**src/shared/fsseq_pkg.sv**
```systemverilog
package fsseq_pkg;
  // register byte offsets
  localparam logic [11:0] OFS_CTRL    = 12'h000;
  localparam logic [11:0] OFS_LIMITS  = 12'h004;
  localparam logic [11:0] OFS_FAIL    = 12'h008;
  localparam logic [11:0] OFS_COUNT   = 12'h00C;
  // ctrl fields
  localparam int CTRL_OV_EN     = 0;
  localparam int CTRL_OV_SDWN   = 1;
  localparam int CTRL_OV_DBNC   = 2;
  localparam int CTRL_FS_BYPASS = 4;
  // limits fields
  localparam int LIM_FS      = 0;
  localparam int LIM_WD      = 4;
  localparam int LIM_PERIOD  = 8;
  // fail flag positions
  localparam int FAIL_PU  = 0;
  localparam int FAIL_WD  = 1;
  localparam int FAIL_REG = 2;
  localparam int FAIL_TSD = 3;
  // count register fields
  localparam int CNT_FS    = 0;
  localparam int CNT_WD    = 4;
  localparam int CNT_STATE = 8;
  localparam int CNT_FS_CLR = 16;
  // counter reset and saturation values
  localparam logic [3:0] CNT_RESET = 4'h0;
  localparam logic [3:0] CNT_MAX   = 4'hF;
  // timing
  localparam longint CLK_HZ       = 125_000_000;
  localparam longint CLK_MHZ      = 125;
  localparam longint MINUTE_S     = 60;
  localparam longint DBNC_10US_NS  = 10_000;
  localparam longint DBNC_100US_NS = 100_000;
  localparam longint DBNC_1MS_NS   = 1_000_000;
  localparam logic [39:0] MINUTE_CYCLES = 40'(MINUTE_S * CLK_HZ);
  localparam logic [16:0] DBNC_10US_CYC  = 17'((DBNC_10US_NS * CLK_MHZ + 999) / 1000);
  localparam logic [16:0] DBNC_100US_CYC = 17'((DBNC_100US_NS * CLK_MHZ + 999) / 1000);
  localparam logic [16:0] DBNC_1MS_CYC   = 17'((DBNC_1MS_NS * CLK_MHZ + 999) / 1000);
  // decrement period in minutes, indexed by select code
  localparam logic [5:0] FS_PERIOD_MIN [8] = '{6'h01, 6'h05, 6'h0A, 6'h0F,
                                               6'h14, 6'h1E, 6'h2D, 6'h3C};
  // debounce select codes
  localparam logic [1:0] DBNC_SEL_10US  = 2'h0;
  localparam logic [1:0] DBNC_SEL_100US = 2'h1;
endpackage

```
**src/hw/fault_failsafe_sequencer.sv**
```systemverilog
`timescale 1ns/10ps
module fault_failsafe_sequencer #(
  parameter logic [39:0] MINUTE_CYCLES    = fsseq_pkg::MINUTE_CYCLES,
  parameter logic [16:0] DBNC_100US_CYCLES = fsseq_pkg::DBNC_100US_CYC,
  parameter logic [16:0] DBNC_1MS_CYCLES   = fsseq_pkg::DBNC_1MS_CYC
) (
  // clock, reset, enable
  input  wire logic        I_MCLK,
  input  wire logic        I_RST,
  input  wire logic        I_CLK_EN,
  // apb slave
  input  wire logic        I_PSEL,
  input  wire logic        I_PENABLE,
  input  wire logic        I_PWRITE,
  input  wire logic [11:0] I_PADDR,
  input  wire logic [31:0] I_PWDATA,
  output logic      [31:0] O_PRDATA,
  output logic             O_PREADY,
  output logic             O_PSLVERR,
  // analog comparators and pins, asynchronous
  input  wire logic        I_VIN_ABOVE_UV,
  input  wire logic        I_INPUT_OVERVOLTAGE_EVENT,
  input  wire logic        I_WATCHDOG_INPUT_PIN,
  // events from on-chip logic
  input  wire logic        I_WD_TIMER_EVENT,
  input  wire logic        I_TURN_ON,
  input  wire logic        I_TURN_OFF,
  input  wire logic        I_POWERUP_DONE,
  input  wire logic        I_POWERUP_FAIL,
  input  wire logic        I_POWERDOWN_DONE,
  input  wire logic        I_REG_FAIL,
  input  wire logic        I_THERMAL_FAIL,
  // fuse defaults
  input  wire logic [3:0]  I_FAILSAFE_LIMIT_DEFAULT,
  input  wire logic        I_FAILSAFE_BYPASS_DEFAULT,
  input  wire logic [2:0]  I_FAILSAFE_DECREMENT_PERIOD_SEL,
  input  wire logic [3:0]  I_WATCHDOG_EVENT_LIMIT_DEFAULT,
  input  wire logic        I_OVERVOLTAGE_ENABLE_DEFAULT,
  input  wire logic        I_OVERVOLTAGE_SHUTDOWN_DEFAULT,
  input  wire logic [1:0]  I_OVERVOLTAGE_DEBOUNCE_DEFAULT,
  // sequencer control and status
  output logic             O_FUSE_LOAD,
  output logic             O_POWERUP_REQ,
  output logic             O_POWERDOWN_REQ,
  output logic             O_REGULATORS_ON,
  output logic             O_WD_HARD_RESET,
  output logic             O_OV_IRQ,
  output logic             O_LOCKDOWN,
  output logic      [2:0]  O_STATE
);

  typedef enum logic [2:0] {
    ST_UNPOWERED, ST_LOW_POWER_OFF_STATE, ST_POWER_UP, ST_SYS_ON,
    ST_POWER_DOWN, ST_FS_TRANS, ST_LOCKDOWN
  } state_e;

  state_e      state;
  state_e      next_state;
  logic        uv_s1, uv_s2, uv_q;
  logic        ov_s1, ov_s2;
  logic        wdi_s1, wdi_s2, wdi_q;
  logic        uv_rise;
  logic [16:0] dbnc_cnt;
  logic [16:0] dbnc_target;
  logic        ov_deb, ov_deb_q, ov_evt;
  logic        wd_evt, wd_max;
  logic [3:0]  next_wd_cnt;
  logic        fault_evt;
  logic [3:0]  fault_src;
  logic [3:0]  cause;
  logic        cause_fault;
  // mirror registers
  logic        ov_en, ov_sdwn, fs_bypass;
  logic [1:0]  ov_dbnc;
  logic [3:0]  fs_limit, wd_limit;
  logic [2:0]  period_sel;
  logic [3:0]  fail_flags;
  logic [3:0]  failsafe_counter, wd_cnt;
  logic [39:0] minute_cnt;
  logic [5:0]  minutes;
  logic        period_hit;
  logic        apb_wr, apb_rd, mapped;
  logic        fs_clr_req;
  logic [3:0]  flag_clr;

  function automatic logic wr_hit(input logic [11:0] addr, input logic [11:0] ofs);
    wr_hit = (addr == ofs);
  endfunction

  // synchronisers, first stage read only by second
  always_ff @(posedge I_MCLK) begin
    if (I_RST) begin
      uv_s1  <= 1'b0;
      uv_s2  <= 1'b0;
      uv_q   <= 1'b0;
      ov_s1  <= 1'b0;
      ov_s2  <= 1'b0;
      wdi_s1 <= 1'b0;
      wdi_s2 <= 1'b0;
      wdi_q  <= 1'b0;
    end else if (I_CLK_EN) begin
      uv_s1  <= I_VIN_ABOVE_UV;
      uv_s2  <= uv_s1;
      uv_q   <= uv_s2;
      ov_s1  <= I_INPUT_OVERVOLTAGE_EVENT;
      ov_s2  <= ov_s1;
      wdi_s1 <= I_WATCHDOG_INPUT_PIN;
      wdi_s2 <= wdi_s1;
      wdi_q  <= wdi_s2;
    end
  end

  assign uv_rise = uv_s2 & ~uv_q;

  always_comb begin
    unique case (ov_dbnc)
      fsseq_pkg::DBNC_SEL_10US:  dbnc_target = fsseq_pkg::DBNC_10US_CYC;
      fsseq_pkg::DBNC_SEL_100US: dbnc_target = DBNC_100US_CYCLES;
      default:                   dbnc_target = DBNC_1MS_CYCLES;
    endcase
  end

  always_ff @(posedge I_MCLK) begin
    if (I_RST) begin
      dbnc_cnt <= 17'h00000;
      ov_deb   <= 1'b0;
      ov_deb_q <= 1'b0;
    end else if (I_CLK_EN) begin
      ov_deb_q <= ov_deb;
      if (!ov_s2 || !ov_en || !uv_s2) begin
        dbnc_cnt <= 17'h00000;
        ov_deb   <= 1'b0;
      end else if (dbnc_cnt >= dbnc_target - 17'h00001) begin
        ov_deb <= 1'b1;
      end else begin
        dbnc_cnt <= dbnc_cnt + 17'h00001;
      end
    end
  end

  assign ov_evt = ov_deb & ~ov_deb_q;

  assign wd_evt = (state == ST_SYS_ON) & ((wdi_s2 ^ wdi_q) | I_WD_TIMER_EVENT);
  assign next_wd_cnt = (wd_cnt == fsseq_pkg::CNT_MAX) ? wd_cnt : wd_cnt + 4'h1;
  assign wd_max = wd_evt & (next_wd_cnt == wd_limit);

  assign fault_src = {I_THERMAL_FAIL, I_REG_FAIL, 1'b0,
                      I_POWERUP_FAIL & (state == ST_POWER_UP)};
  assign fault_evt = ((state == ST_POWER_UP) | (state == ST_SYS_ON))
                   & (|fault_src | wd_max);

  // main state machine
  always_comb begin
    next_state = state;
    unique case (state)
      ST_UNPOWERED: begin
        if (uv_rise) begin
          next_state = ST_LOW_POWER_OFF_STATE;
        end
      end
      ST_LOW_POWER_OFF_STATE: begin
        if (I_TURN_ON) begin
          next_state = ST_POWER_UP;
        end
      end
      ST_POWER_UP: begin
        if (fault_evt || (ov_evt && ov_sdwn)) begin
          next_state = ST_POWER_DOWN;
        end else if (I_POWERUP_DONE) begin
          next_state = ST_SYS_ON;
        end
      end
      ST_SYS_ON: begin
        if (fault_evt || I_TURN_OFF || (ov_evt && ov_sdwn)) begin
          next_state = ST_POWER_DOWN;
        end
      end
      ST_POWER_DOWN: begin
        if (I_POWERDOWN_DONE) begin
          next_state = cause_fault ? ST_FS_TRANS : ST_LOW_POWER_OFF_STATE;
        end
      end
      ST_FS_TRANS: begin
        if (failsafe_counter == fs_limit && !fs_bypass) begin
          next_state = ST_LOCKDOWN;
        end else begin
          next_state = ST_LOW_POWER_OFF_STATE;
        end
      end
      ST_LOCKDOWN: next_state = ST_LOCKDOWN;
      default:     next_state = ST_UNPOWERED;
    endcase
  end

  always_ff @(posedge I_MCLK) begin
    if (I_RST) begin
      state <= ST_UNPOWERED;
    end else if (I_CLK_EN) begin
      if (!uv_s2) begin
        state <= ST_UNPOWERED;
      end else begin
        state <= next_state;
      end
    end
  end

  // fault cause latched on entering power down
  always_ff @(posedge I_MCLK) begin
    if (I_RST) begin
      cause       <= 4'h0;
      cause_fault <= 1'b0;
    end else if (I_CLK_EN) begin
      if (state != ST_POWER_DOWN && next_state == ST_POWER_DOWN) begin
        cause_fault <= fault_evt;
        if (fault_src[fsseq_pkg::FAIL_PU]) begin
          cause <= 4'h1 << fsseq_pkg::FAIL_PU;
        end else if (wd_max) begin
          cause <= 4'h1 << fsseq_pkg::FAIL_WD;
        end else if (fault_src[fsseq_pkg::FAIL_REG]) begin
          cause <= 4'h1 << fsseq_pkg::FAIL_REG;
        end else if (fault_src[fsseq_pkg::FAIL_TSD]) begin
          cause <= 4'h1 << fsseq_pkg::FAIL_TSD;
        end else begin
          cause <= 4'h0;
        end
      end
    end
  end

  // apb decode
  assign apb_wr = I_PSEL & I_PENABLE & I_PWRITE;
  assign apb_rd = I_PSEL & ~I_PENABLE & ~I_PWRITE;
  assign mapped = wr_hit(I_PADDR, fsseq_pkg::OFS_CTRL) | wr_hit(I_PADDR, fsseq_pkg::OFS_LIMITS)
                | wr_hit(I_PADDR, fsseq_pkg::OFS_FAIL) | wr_hit(I_PADDR, fsseq_pkg::OFS_COUNT);
  assign O_PREADY  = 1'b1;
  assign O_PSLVERR = I_PSEL & I_PENABLE & ~mapped;
  // clear by one, only when on
  assign flag_clr = (apb_wr && wr_hit(I_PADDR, fsseq_pkg::OFS_FAIL) && state == ST_SYS_ON)
                  ? I_PWDATA[3:0] : 4'h0;
  assign fs_clr_req = apb_wr & wr_hit(I_PADDR, fsseq_pkg::OFS_COUNT) & (state == ST_SYS_ON)
                    & I_PWDATA[fsseq_pkg::CNT_FS_CLR];

  always_ff @(posedge I_MCLK) begin
    if (I_RST) begin
      O_PRDATA <= 32'h00000000;
    end else if (I_CLK_EN) begin
      if (apb_rd) begin
        O_PRDATA <= 32'h00000000;
        if (wr_hit(I_PADDR, fsseq_pkg::OFS_CTRL)) begin
          O_PRDATA[fsseq_pkg::CTRL_OV_EN]     <= ov_en;
          O_PRDATA[fsseq_pkg::CTRL_OV_SDWN]   <= ov_sdwn;
          O_PRDATA[fsseq_pkg::CTRL_OV_DBNC+:2] <= ov_dbnc;
          O_PRDATA[fsseq_pkg::CTRL_FS_BYPASS] <= fs_bypass;
        end else if (wr_hit(I_PADDR, fsseq_pkg::OFS_LIMITS)) begin
          O_PRDATA[fsseq_pkg::LIM_FS+:4]     <= fs_limit;
          O_PRDATA[fsseq_pkg::LIM_WD+:4]     <= wd_limit;
          O_PRDATA[fsseq_pkg::LIM_PERIOD+:3] <= period_sel;
        end else if (wr_hit(I_PADDR, fsseq_pkg::OFS_FAIL)) begin
          O_PRDATA[3:0] <= fail_flags;
        end else if (wr_hit(I_PADDR, fsseq_pkg::OFS_COUNT)) begin
          O_PRDATA[fsseq_pkg::CNT_FS+:4]    <= failsafe_counter;
          O_PRDATA[fsseq_pkg::CNT_WD+:4]    <= wd_cnt;
          O_PRDATA[fsseq_pkg::CNT_STATE+:3] <= state;
        end
      end
    end
  end

  // mirror registers
  always_ff @(posedge I_MCLK) begin
    if (I_RST) begin
      ov_en      <= 1'b0;
      ov_sdwn    <= 1'b0;
      ov_dbnc    <= 2'h0;
      fs_bypass  <= 1'b0;
      fs_limit   <= 4'h0;
      wd_limit   <= 4'h0;
      period_sel <= 3'h0;
    end else if (I_CLK_EN) begin
      if (uv_rise) begin
        ov_en      <= I_OVERVOLTAGE_ENABLE_DEFAULT;
        ov_sdwn    <= I_OVERVOLTAGE_SHUTDOWN_DEFAULT;
        ov_dbnc    <= I_OVERVOLTAGE_DEBOUNCE_DEFAULT;
        fs_bypass  <= I_FAILSAFE_BYPASS_DEFAULT;
        fs_limit   <= I_FAILSAFE_LIMIT_DEFAULT;
        wd_limit   <= I_WATCHDOG_EVENT_LIMIT_DEFAULT;
        period_sel <= I_FAILSAFE_DECREMENT_PERIOD_SEL;
      end else if (apb_wr && wr_hit(I_PADDR, fsseq_pkg::OFS_CTRL)) begin
        ov_en     <= I_PWDATA[fsseq_pkg::CTRL_OV_EN];
        ov_sdwn   <= I_PWDATA[fsseq_pkg::CTRL_OV_SDWN];
        ov_dbnc   <= I_PWDATA[fsseq_pkg::CTRL_OV_DBNC+:2];
        fs_bypass <= I_PWDATA[fsseq_pkg::CTRL_FS_BYPASS];
      end else if (apb_wr && wr_hit(I_PADDR, fsseq_pkg::OFS_LIMITS)) begin
        fs_limit   <= I_PWDATA[fsseq_pkg::LIM_FS+:4];
        wd_limit   <= I_PWDATA[fsseq_pkg::LIM_WD+:4];
        period_sel <= I_PWDATA[fsseq_pkg::LIM_PERIOD+:3];
      end
    end
  end

  // failure flags, set wins over clear
  always_ff @(posedge I_MCLK) begin
    if (I_RST) begin
      fail_flags <= 4'h0;
    end else if (I_CLK_EN) begin
      if (!uv_s2) begin
        fail_flags <= 4'h0;
      end else if (state == ST_FS_TRANS) begin
        fail_flags <= (fail_flags & ~flag_clr) | cause;
      end else begin
        fail_flags <= fail_flags & ~flag_clr;
      end
    end
  end

  // watchdog event counter
  always_ff @(posedge I_MCLK) begin
    if (I_RST) begin
      wd_cnt          <= fsseq_pkg::CNT_RESET;
      O_WD_HARD_RESET <= 1'b0;
    end else if (I_CLK_EN) begin
      O_WD_HARD_RESET <= 1'b0;
      if (uv_rise) begin
        wd_cnt <= fsseq_pkg::CNT_RESET;
      end else if (wd_evt) begin
        wd_cnt <= next_wd_cnt;
        O_WD_HARD_RESET <= ~wd_max & ~(|fault_src);
      end
    end
  end

  assign period_hit = (minutes == fsseq_pkg::FS_PERIOD_MIN[period_sel]);

  // decrement timer runs only while on and counter nonzero
  always_ff @(posedge I_MCLK) begin
    if (I_RST) begin
      minute_cnt <= 40'h0000000000;
      minutes    <= 6'h00;
    end else if (I_CLK_EN) begin
      if (state != ST_SYS_ON || failsafe_counter == fsseq_pkg::CNT_RESET || period_hit) begin
        minute_cnt <= 40'h0000000000;
        minutes    <= 6'h00;
      end else if (minute_cnt >= MINUTE_CYCLES - 40'h0000000001) begin
        minute_cnt <= 40'h0000000000;
        minutes    <= minutes + 6'h01;
      end else begin
        minute_cnt <= minute_cnt + 40'h0000000001;
      end
    end
  end

  // fail-safe counter
  always_ff @(posedge I_MCLK) begin
    if (I_RST) begin
      failsafe_counter <= fsseq_pkg::CNT_RESET;
    end else if (I_CLK_EN) begin
      if (uv_rise) begin
        failsafe_counter <= fsseq_pkg::CNT_RESET;
      end else if (state == ST_FS_TRANS) begin
        if (failsafe_counter != fsseq_pkg::CNT_MAX) begin
          failsafe_counter <= failsafe_counter + 4'h1;
        end
      end else if (fs_clr_req) begin
        failsafe_counter <= fsseq_pkg::CNT_RESET;
      end else if (state == ST_SYS_ON && period_hit && failsafe_counter != fsseq_pkg::CNT_RESET) begin
        failsafe_counter <= failsafe_counter - 4'h1;
      end
    end
  end

  // event pulses
  always_ff @(posedge I_MCLK) begin
    if (I_RST) begin
      O_FUSE_LOAD <= 1'b0;
      O_OV_IRQ    <= 1'b0;
    end else if (I_CLK_EN) begin
      O_FUSE_LOAD <= uv_rise;
      O_OV_IRQ <= ov_evt & ~ov_sdwn & uv_s2;
    end
  end

  // level outputs straight from the state register
  assign O_POWERUP_REQ   = (state == ST_POWER_UP);
  assign O_POWERDOWN_REQ = (state == ST_POWER_DOWN);
  assign O_REGULATORS_ON = (state == ST_POWER_UP) | (state == ST_SYS_ON);
  assign O_LOCKDOWN      = (state == ST_LOCKDOWN);
  assign O_STATE         = state;

endmodule // fault_failsafe_sequencer

```
**config.mk**
```make
export PLATFORM = sky130hd
export DESIGN_NAME = fault_failsafe_sequencer
export DESIGN_NICKNAME = d
export VERILOG_FILES = /design/src/shared/fsseq_pkg.sv /design/src/hw/fault_failsafe_sequencer.sv
export SDC_FILE = /design/constraint.sdc
export NUM_CORES = 1
export LEC_CHECK = 0
export BUFFER_PORTS_ARGS = -buffer_cell sky130_fd_sc_hd__buf_2
export CAP_MARGIN = 20
export CORE_MARGIN = 4
export CORE_UTILIZATION = 40
export DETAILED_ROUTE_END_ITERATION = 7
export GPL_TIMING_DRIVEN = 0
export PLACE_DENSITY_LB_ADDON = 0.15
export SLEW_MARGIN = 10
export SYNTH_ARGS = -nofsm -noshare
export SYNTH_HDL_FRONTEND = slang
export SYNTH_SLANG_ARGS = --single-unit
```
**constraint.sdc**
```tcl
create_clock -name I_MCLK -period 4.7 [get_ports I_MCLK]
set_input_delay 1.41 -clock I_MCLK [delete_from_list [all_inputs] [get_ports I_MCLK]]
set_output_delay 1.41 -clock I_MCLK [all_outputs]
set_load 0.02 [all_outputs]
```
==> run_results.csv <==
group,metric,value,unit
clocking,clockRootBuffer,"clkbuf_16",
floorplan,die_y,138,µm
global_route,grt_overflow,0,
sta,setup_viol,0,
power,pwr_density_cell,321,mW/mm²
sta,fmax,0.254,GHz
worst_setup_path,startpoint_type,"primary input",
detailed_routing,drt_iter0_drc,369,
floorplan,start_util,40.8,%
logic_synthesis,ys_async_sr_fraction,0,%
floorplan,pin_count,121,
floorplan,dieArea,0.0190,mm²
clocking,cts_buffers,17,
floorplan,rows,47,
detailed_routing,routed_wl,18200,µm
clocking,clkTransAtPathRegs,0.05,ns
sta,fin_setup_tns,0,ns
sta,skew,0.00507,ns
sta,finalHoldViolCount,0,
floorplan,core_area,0.0165,mm²
place,dp.cells,1159,
worst_setup_path,end_kind,"output pin",
sta,rsz0062_at_grt,"false",
clocking,cts_resized,0,
detailed_routing,dr.pass1.iters,5,
worst_setup_path,critPathKind,"primary input to output pin",
clocking,clock_latency,0.42,ns
min_path,hp-class,"flop to flop",
global_route,grt_pass1_wl,29400,µm
worst_setup_path,required,3.29,ns
clocking,post_cts.repair.setup_buffers,0,
global_route,grt.total_usage,19.8,%
clocking,clockBufferDepth,2,
cells_and_area,num_antenna_cells,0,
sta,slew_viol_final,0,
logic_synthesis,netlist_area,0.00675,mm²
sta,fin_crit,3.94,ns
detailed_routing,remaining_drc_errors,0,
global_route,antenna_found_initial,0,
worst_setup_path,crit_fanout,9,
worst_setup_path,arrival,2.53,ns
sta,tightest_slew,0.783,ns
logic_synthesis,synth_warnings,0,
logic_synthesis,avgSynthCellArea,8.01,µm²
clocking,h-tree-depth,4,
cells_and_area,stdcell_count,1191,
flow_run,cap_violations,0,
floorplan,die_x,138,µm
power,p_leak,3.12,nW
detailed_routing,drt-wirelength-per-cell,15.3,µm
detailed_routing,via_count,6191,
logic_synthesis,netlist_instances,842,
global_route,grt_pass1_vias,5852,
power,p_total,2.60,mW
logic_synthesis,synth_edf_count,0,
logic_synthesis,ys_seq_area_share,36.5,%
clocking,postCtsHoldBufs,0,
cells_and_area,fin_nets,1057,
detailed_routing,ant_nets,0,
place,place_hpwl,13500,µm
global_route,grt_max_degree,17,
cells_and_area,area_growth,20.1,%
logic_synthesis,synth_ff_type,"dfxtp_1",
logic_synthesis,synth_seq_cells,123,
power,vdd_drop_max,0.261,mV
sta,post-route-period-util,83.8,%
clocking,cts_tree,"built",
outcome,status,"complete, no violations",
clocking,cts.sinks,123,
detailed_routing,vias_per_cell,5.20,
sta,slew-limit-headroom,47.4,%
logic_synthesis,yosysUniqueCellTypes,66,
cells_and_area,layout-drive-gt1-share,16.1,%
place,port_buffers,77,
cells_and_area,fillers,1718,
place,routabilityCongestion,0.844,
## synthesized netlist by cell type, types with 3 or more instances
cell,number,area (µm²)
nor2_1,129,484
dfxtp_1,123,2460
nand2_1,93,349
a21oi_1,54,270
nand3_1,38,190
xor2_1,33,289
xnor2_1,32,280
o21ai_0,24,120
buf_4,22,165
clkbuf_1,22,82.6
ha_1,21,263
nand4_1,20,125
inv_1,19,71.3
nor4_1,18,113
nor3_1,17,85.1
and3_1,15,93.8
mux2i_1,15,150
a311oi_1,11,96.3
nand2b_1,10,62.6
buf_2,8,40.0
or3_1,8,50.1
nand3b_1,7,52.6
buf_1,6,22.5
mux2_2,6,67.6
o211ai_1,6,45.0
a21boi_0,5,37.5
nand4b_1,5,43.8
a31oi_1,4,25.0
mux4_2,4,90.1
nor2b_1,4,25.0
nor3b_1,4,30.0
or4_1,4,30.0
a211oi_1,3,22.5
a41o_1,3,30.0
and2_1,3,18.8
o31ai_1,3,22.5
or2_2,3,18.8
## critical path, cell delays in order
cell	delay [ns]
buf_2	0.09
nor4_1	0.37
and3_1	0.21
buf_2	0.21
nor2_1	0.07
buf_2	0.16
## through the flow
stage / worst slack, ns / util (%) / area, µm² / hold WS, ns
2_1_floorplan: 1.14 / - / 6820 / 0.436
3_3_place_gp: 0.770 / 45.3 / 7480 / 0.444
3_5_place_dp: 0.745 / 45.3 / 7480 / 0.447
4_1_cts: 0.746 / 49.0 / 8100 / 0.457
5_1_grt: 0.661 / 49.0 / 8100 / 0.486
6_report: 0.763 / 49.0 / 8100 / 0.454
## layout by cell type (no fill, tap or decap), types with 4 or more instances in the layout
cell type and instances:
buf_1 6, a21boi_0 5, nand3b_1 7, nand2b_1 10, nand4_1 20, clkbuf_16 17
nand2_1 93, ha_1 21, nor2b_1 4, conb_1 22, clkinv_2 4, nor4_1 18
buf_2 85, mux4_2 4, xor2_1 33, bufinv_16 4, o211ai_1 6, nand3_1 38
and3_1 15, dfxtp_1 123, o21ai_0 24, nor3_1 17, buf_4 22, nand4b_1 5
or4_1 4, mux2_2 6, clkbuf_1 25, a31oi_1 4, a21oi_1 54, nor3b_1 4
xnor2_1 32, inv_1 19, or3_1 8, mux2i_1 15, nor2_1 129, a311oi_1 11
## routing by layer
layer,routed length [µm],global-route usage (%),vias up
met2,8360,31.6,120
met3,864,4.86,20
met1,8750,26.7,2883
met4,208,5.93,0
met5,0,0,-
li1,-,-,3168
## kinds of logic (layout without fill, tap and decap cells)
logic type	count (synthesis)	in the layout	synth area share (%)
adders and majority gates	21	21	3.90
xor gates and xnor gates	65	65	8.44
buffers and inverters	80	189	5.95
other	2	22	0.111
and+or+nand+nor	386	386	27.4
DFF	123	123	36.5
AOI/OAI and AO/OA	140	140	13.2
muxes	25	25	4.56
## final timing paths
kind               startpoint           end  slack [ns]  cells after the start
setup reg to reg   ov_dbnc[1]  dbnc_cnt[14]        1.46                     12
hold reg to reg   O_PRDATA[6]   O_PRDATA[6]        0.45                      2
setup / recovery   I_PADDR[1]     O_PSLVERR        0.76                      6
hold / removal    O_PRDATA[6]   O_PRDATA[6]        0.45                      2
## final cells by class
type                       instances  area, µm²  share of cell area [%]
tap                              220        275                    3.40
timing repair buffer              78        390                    4.82
inverter                          20       75.1                   0.926
clock inverter                     8        140                    1.73
clock buffer                      23        478                    5.90
multi-input combinational        659       3960                    48.8
buffer                            60        327                    4.03
sequential                       123       2460                    30.4
## sequential cells by signal, indices dropped and copies added (netlist names), 6 cells and up
| signal | cells |
|---|---|
| minute_cnt | 40 |
| dbnc_cnt | 17 |
| O_PRDATA | 11 |
| minutes | 6 |
## power breakdown
group / internal, mW / switching (mW) / total, mW
clock network: 0.922 / 0.463 / 1.39
registers: 1.05 / 0.00808 / 1.06
logic: 0.0603 / 0.0985 / 0.159
Note: power is estimated with default switching activity, not from simulation.
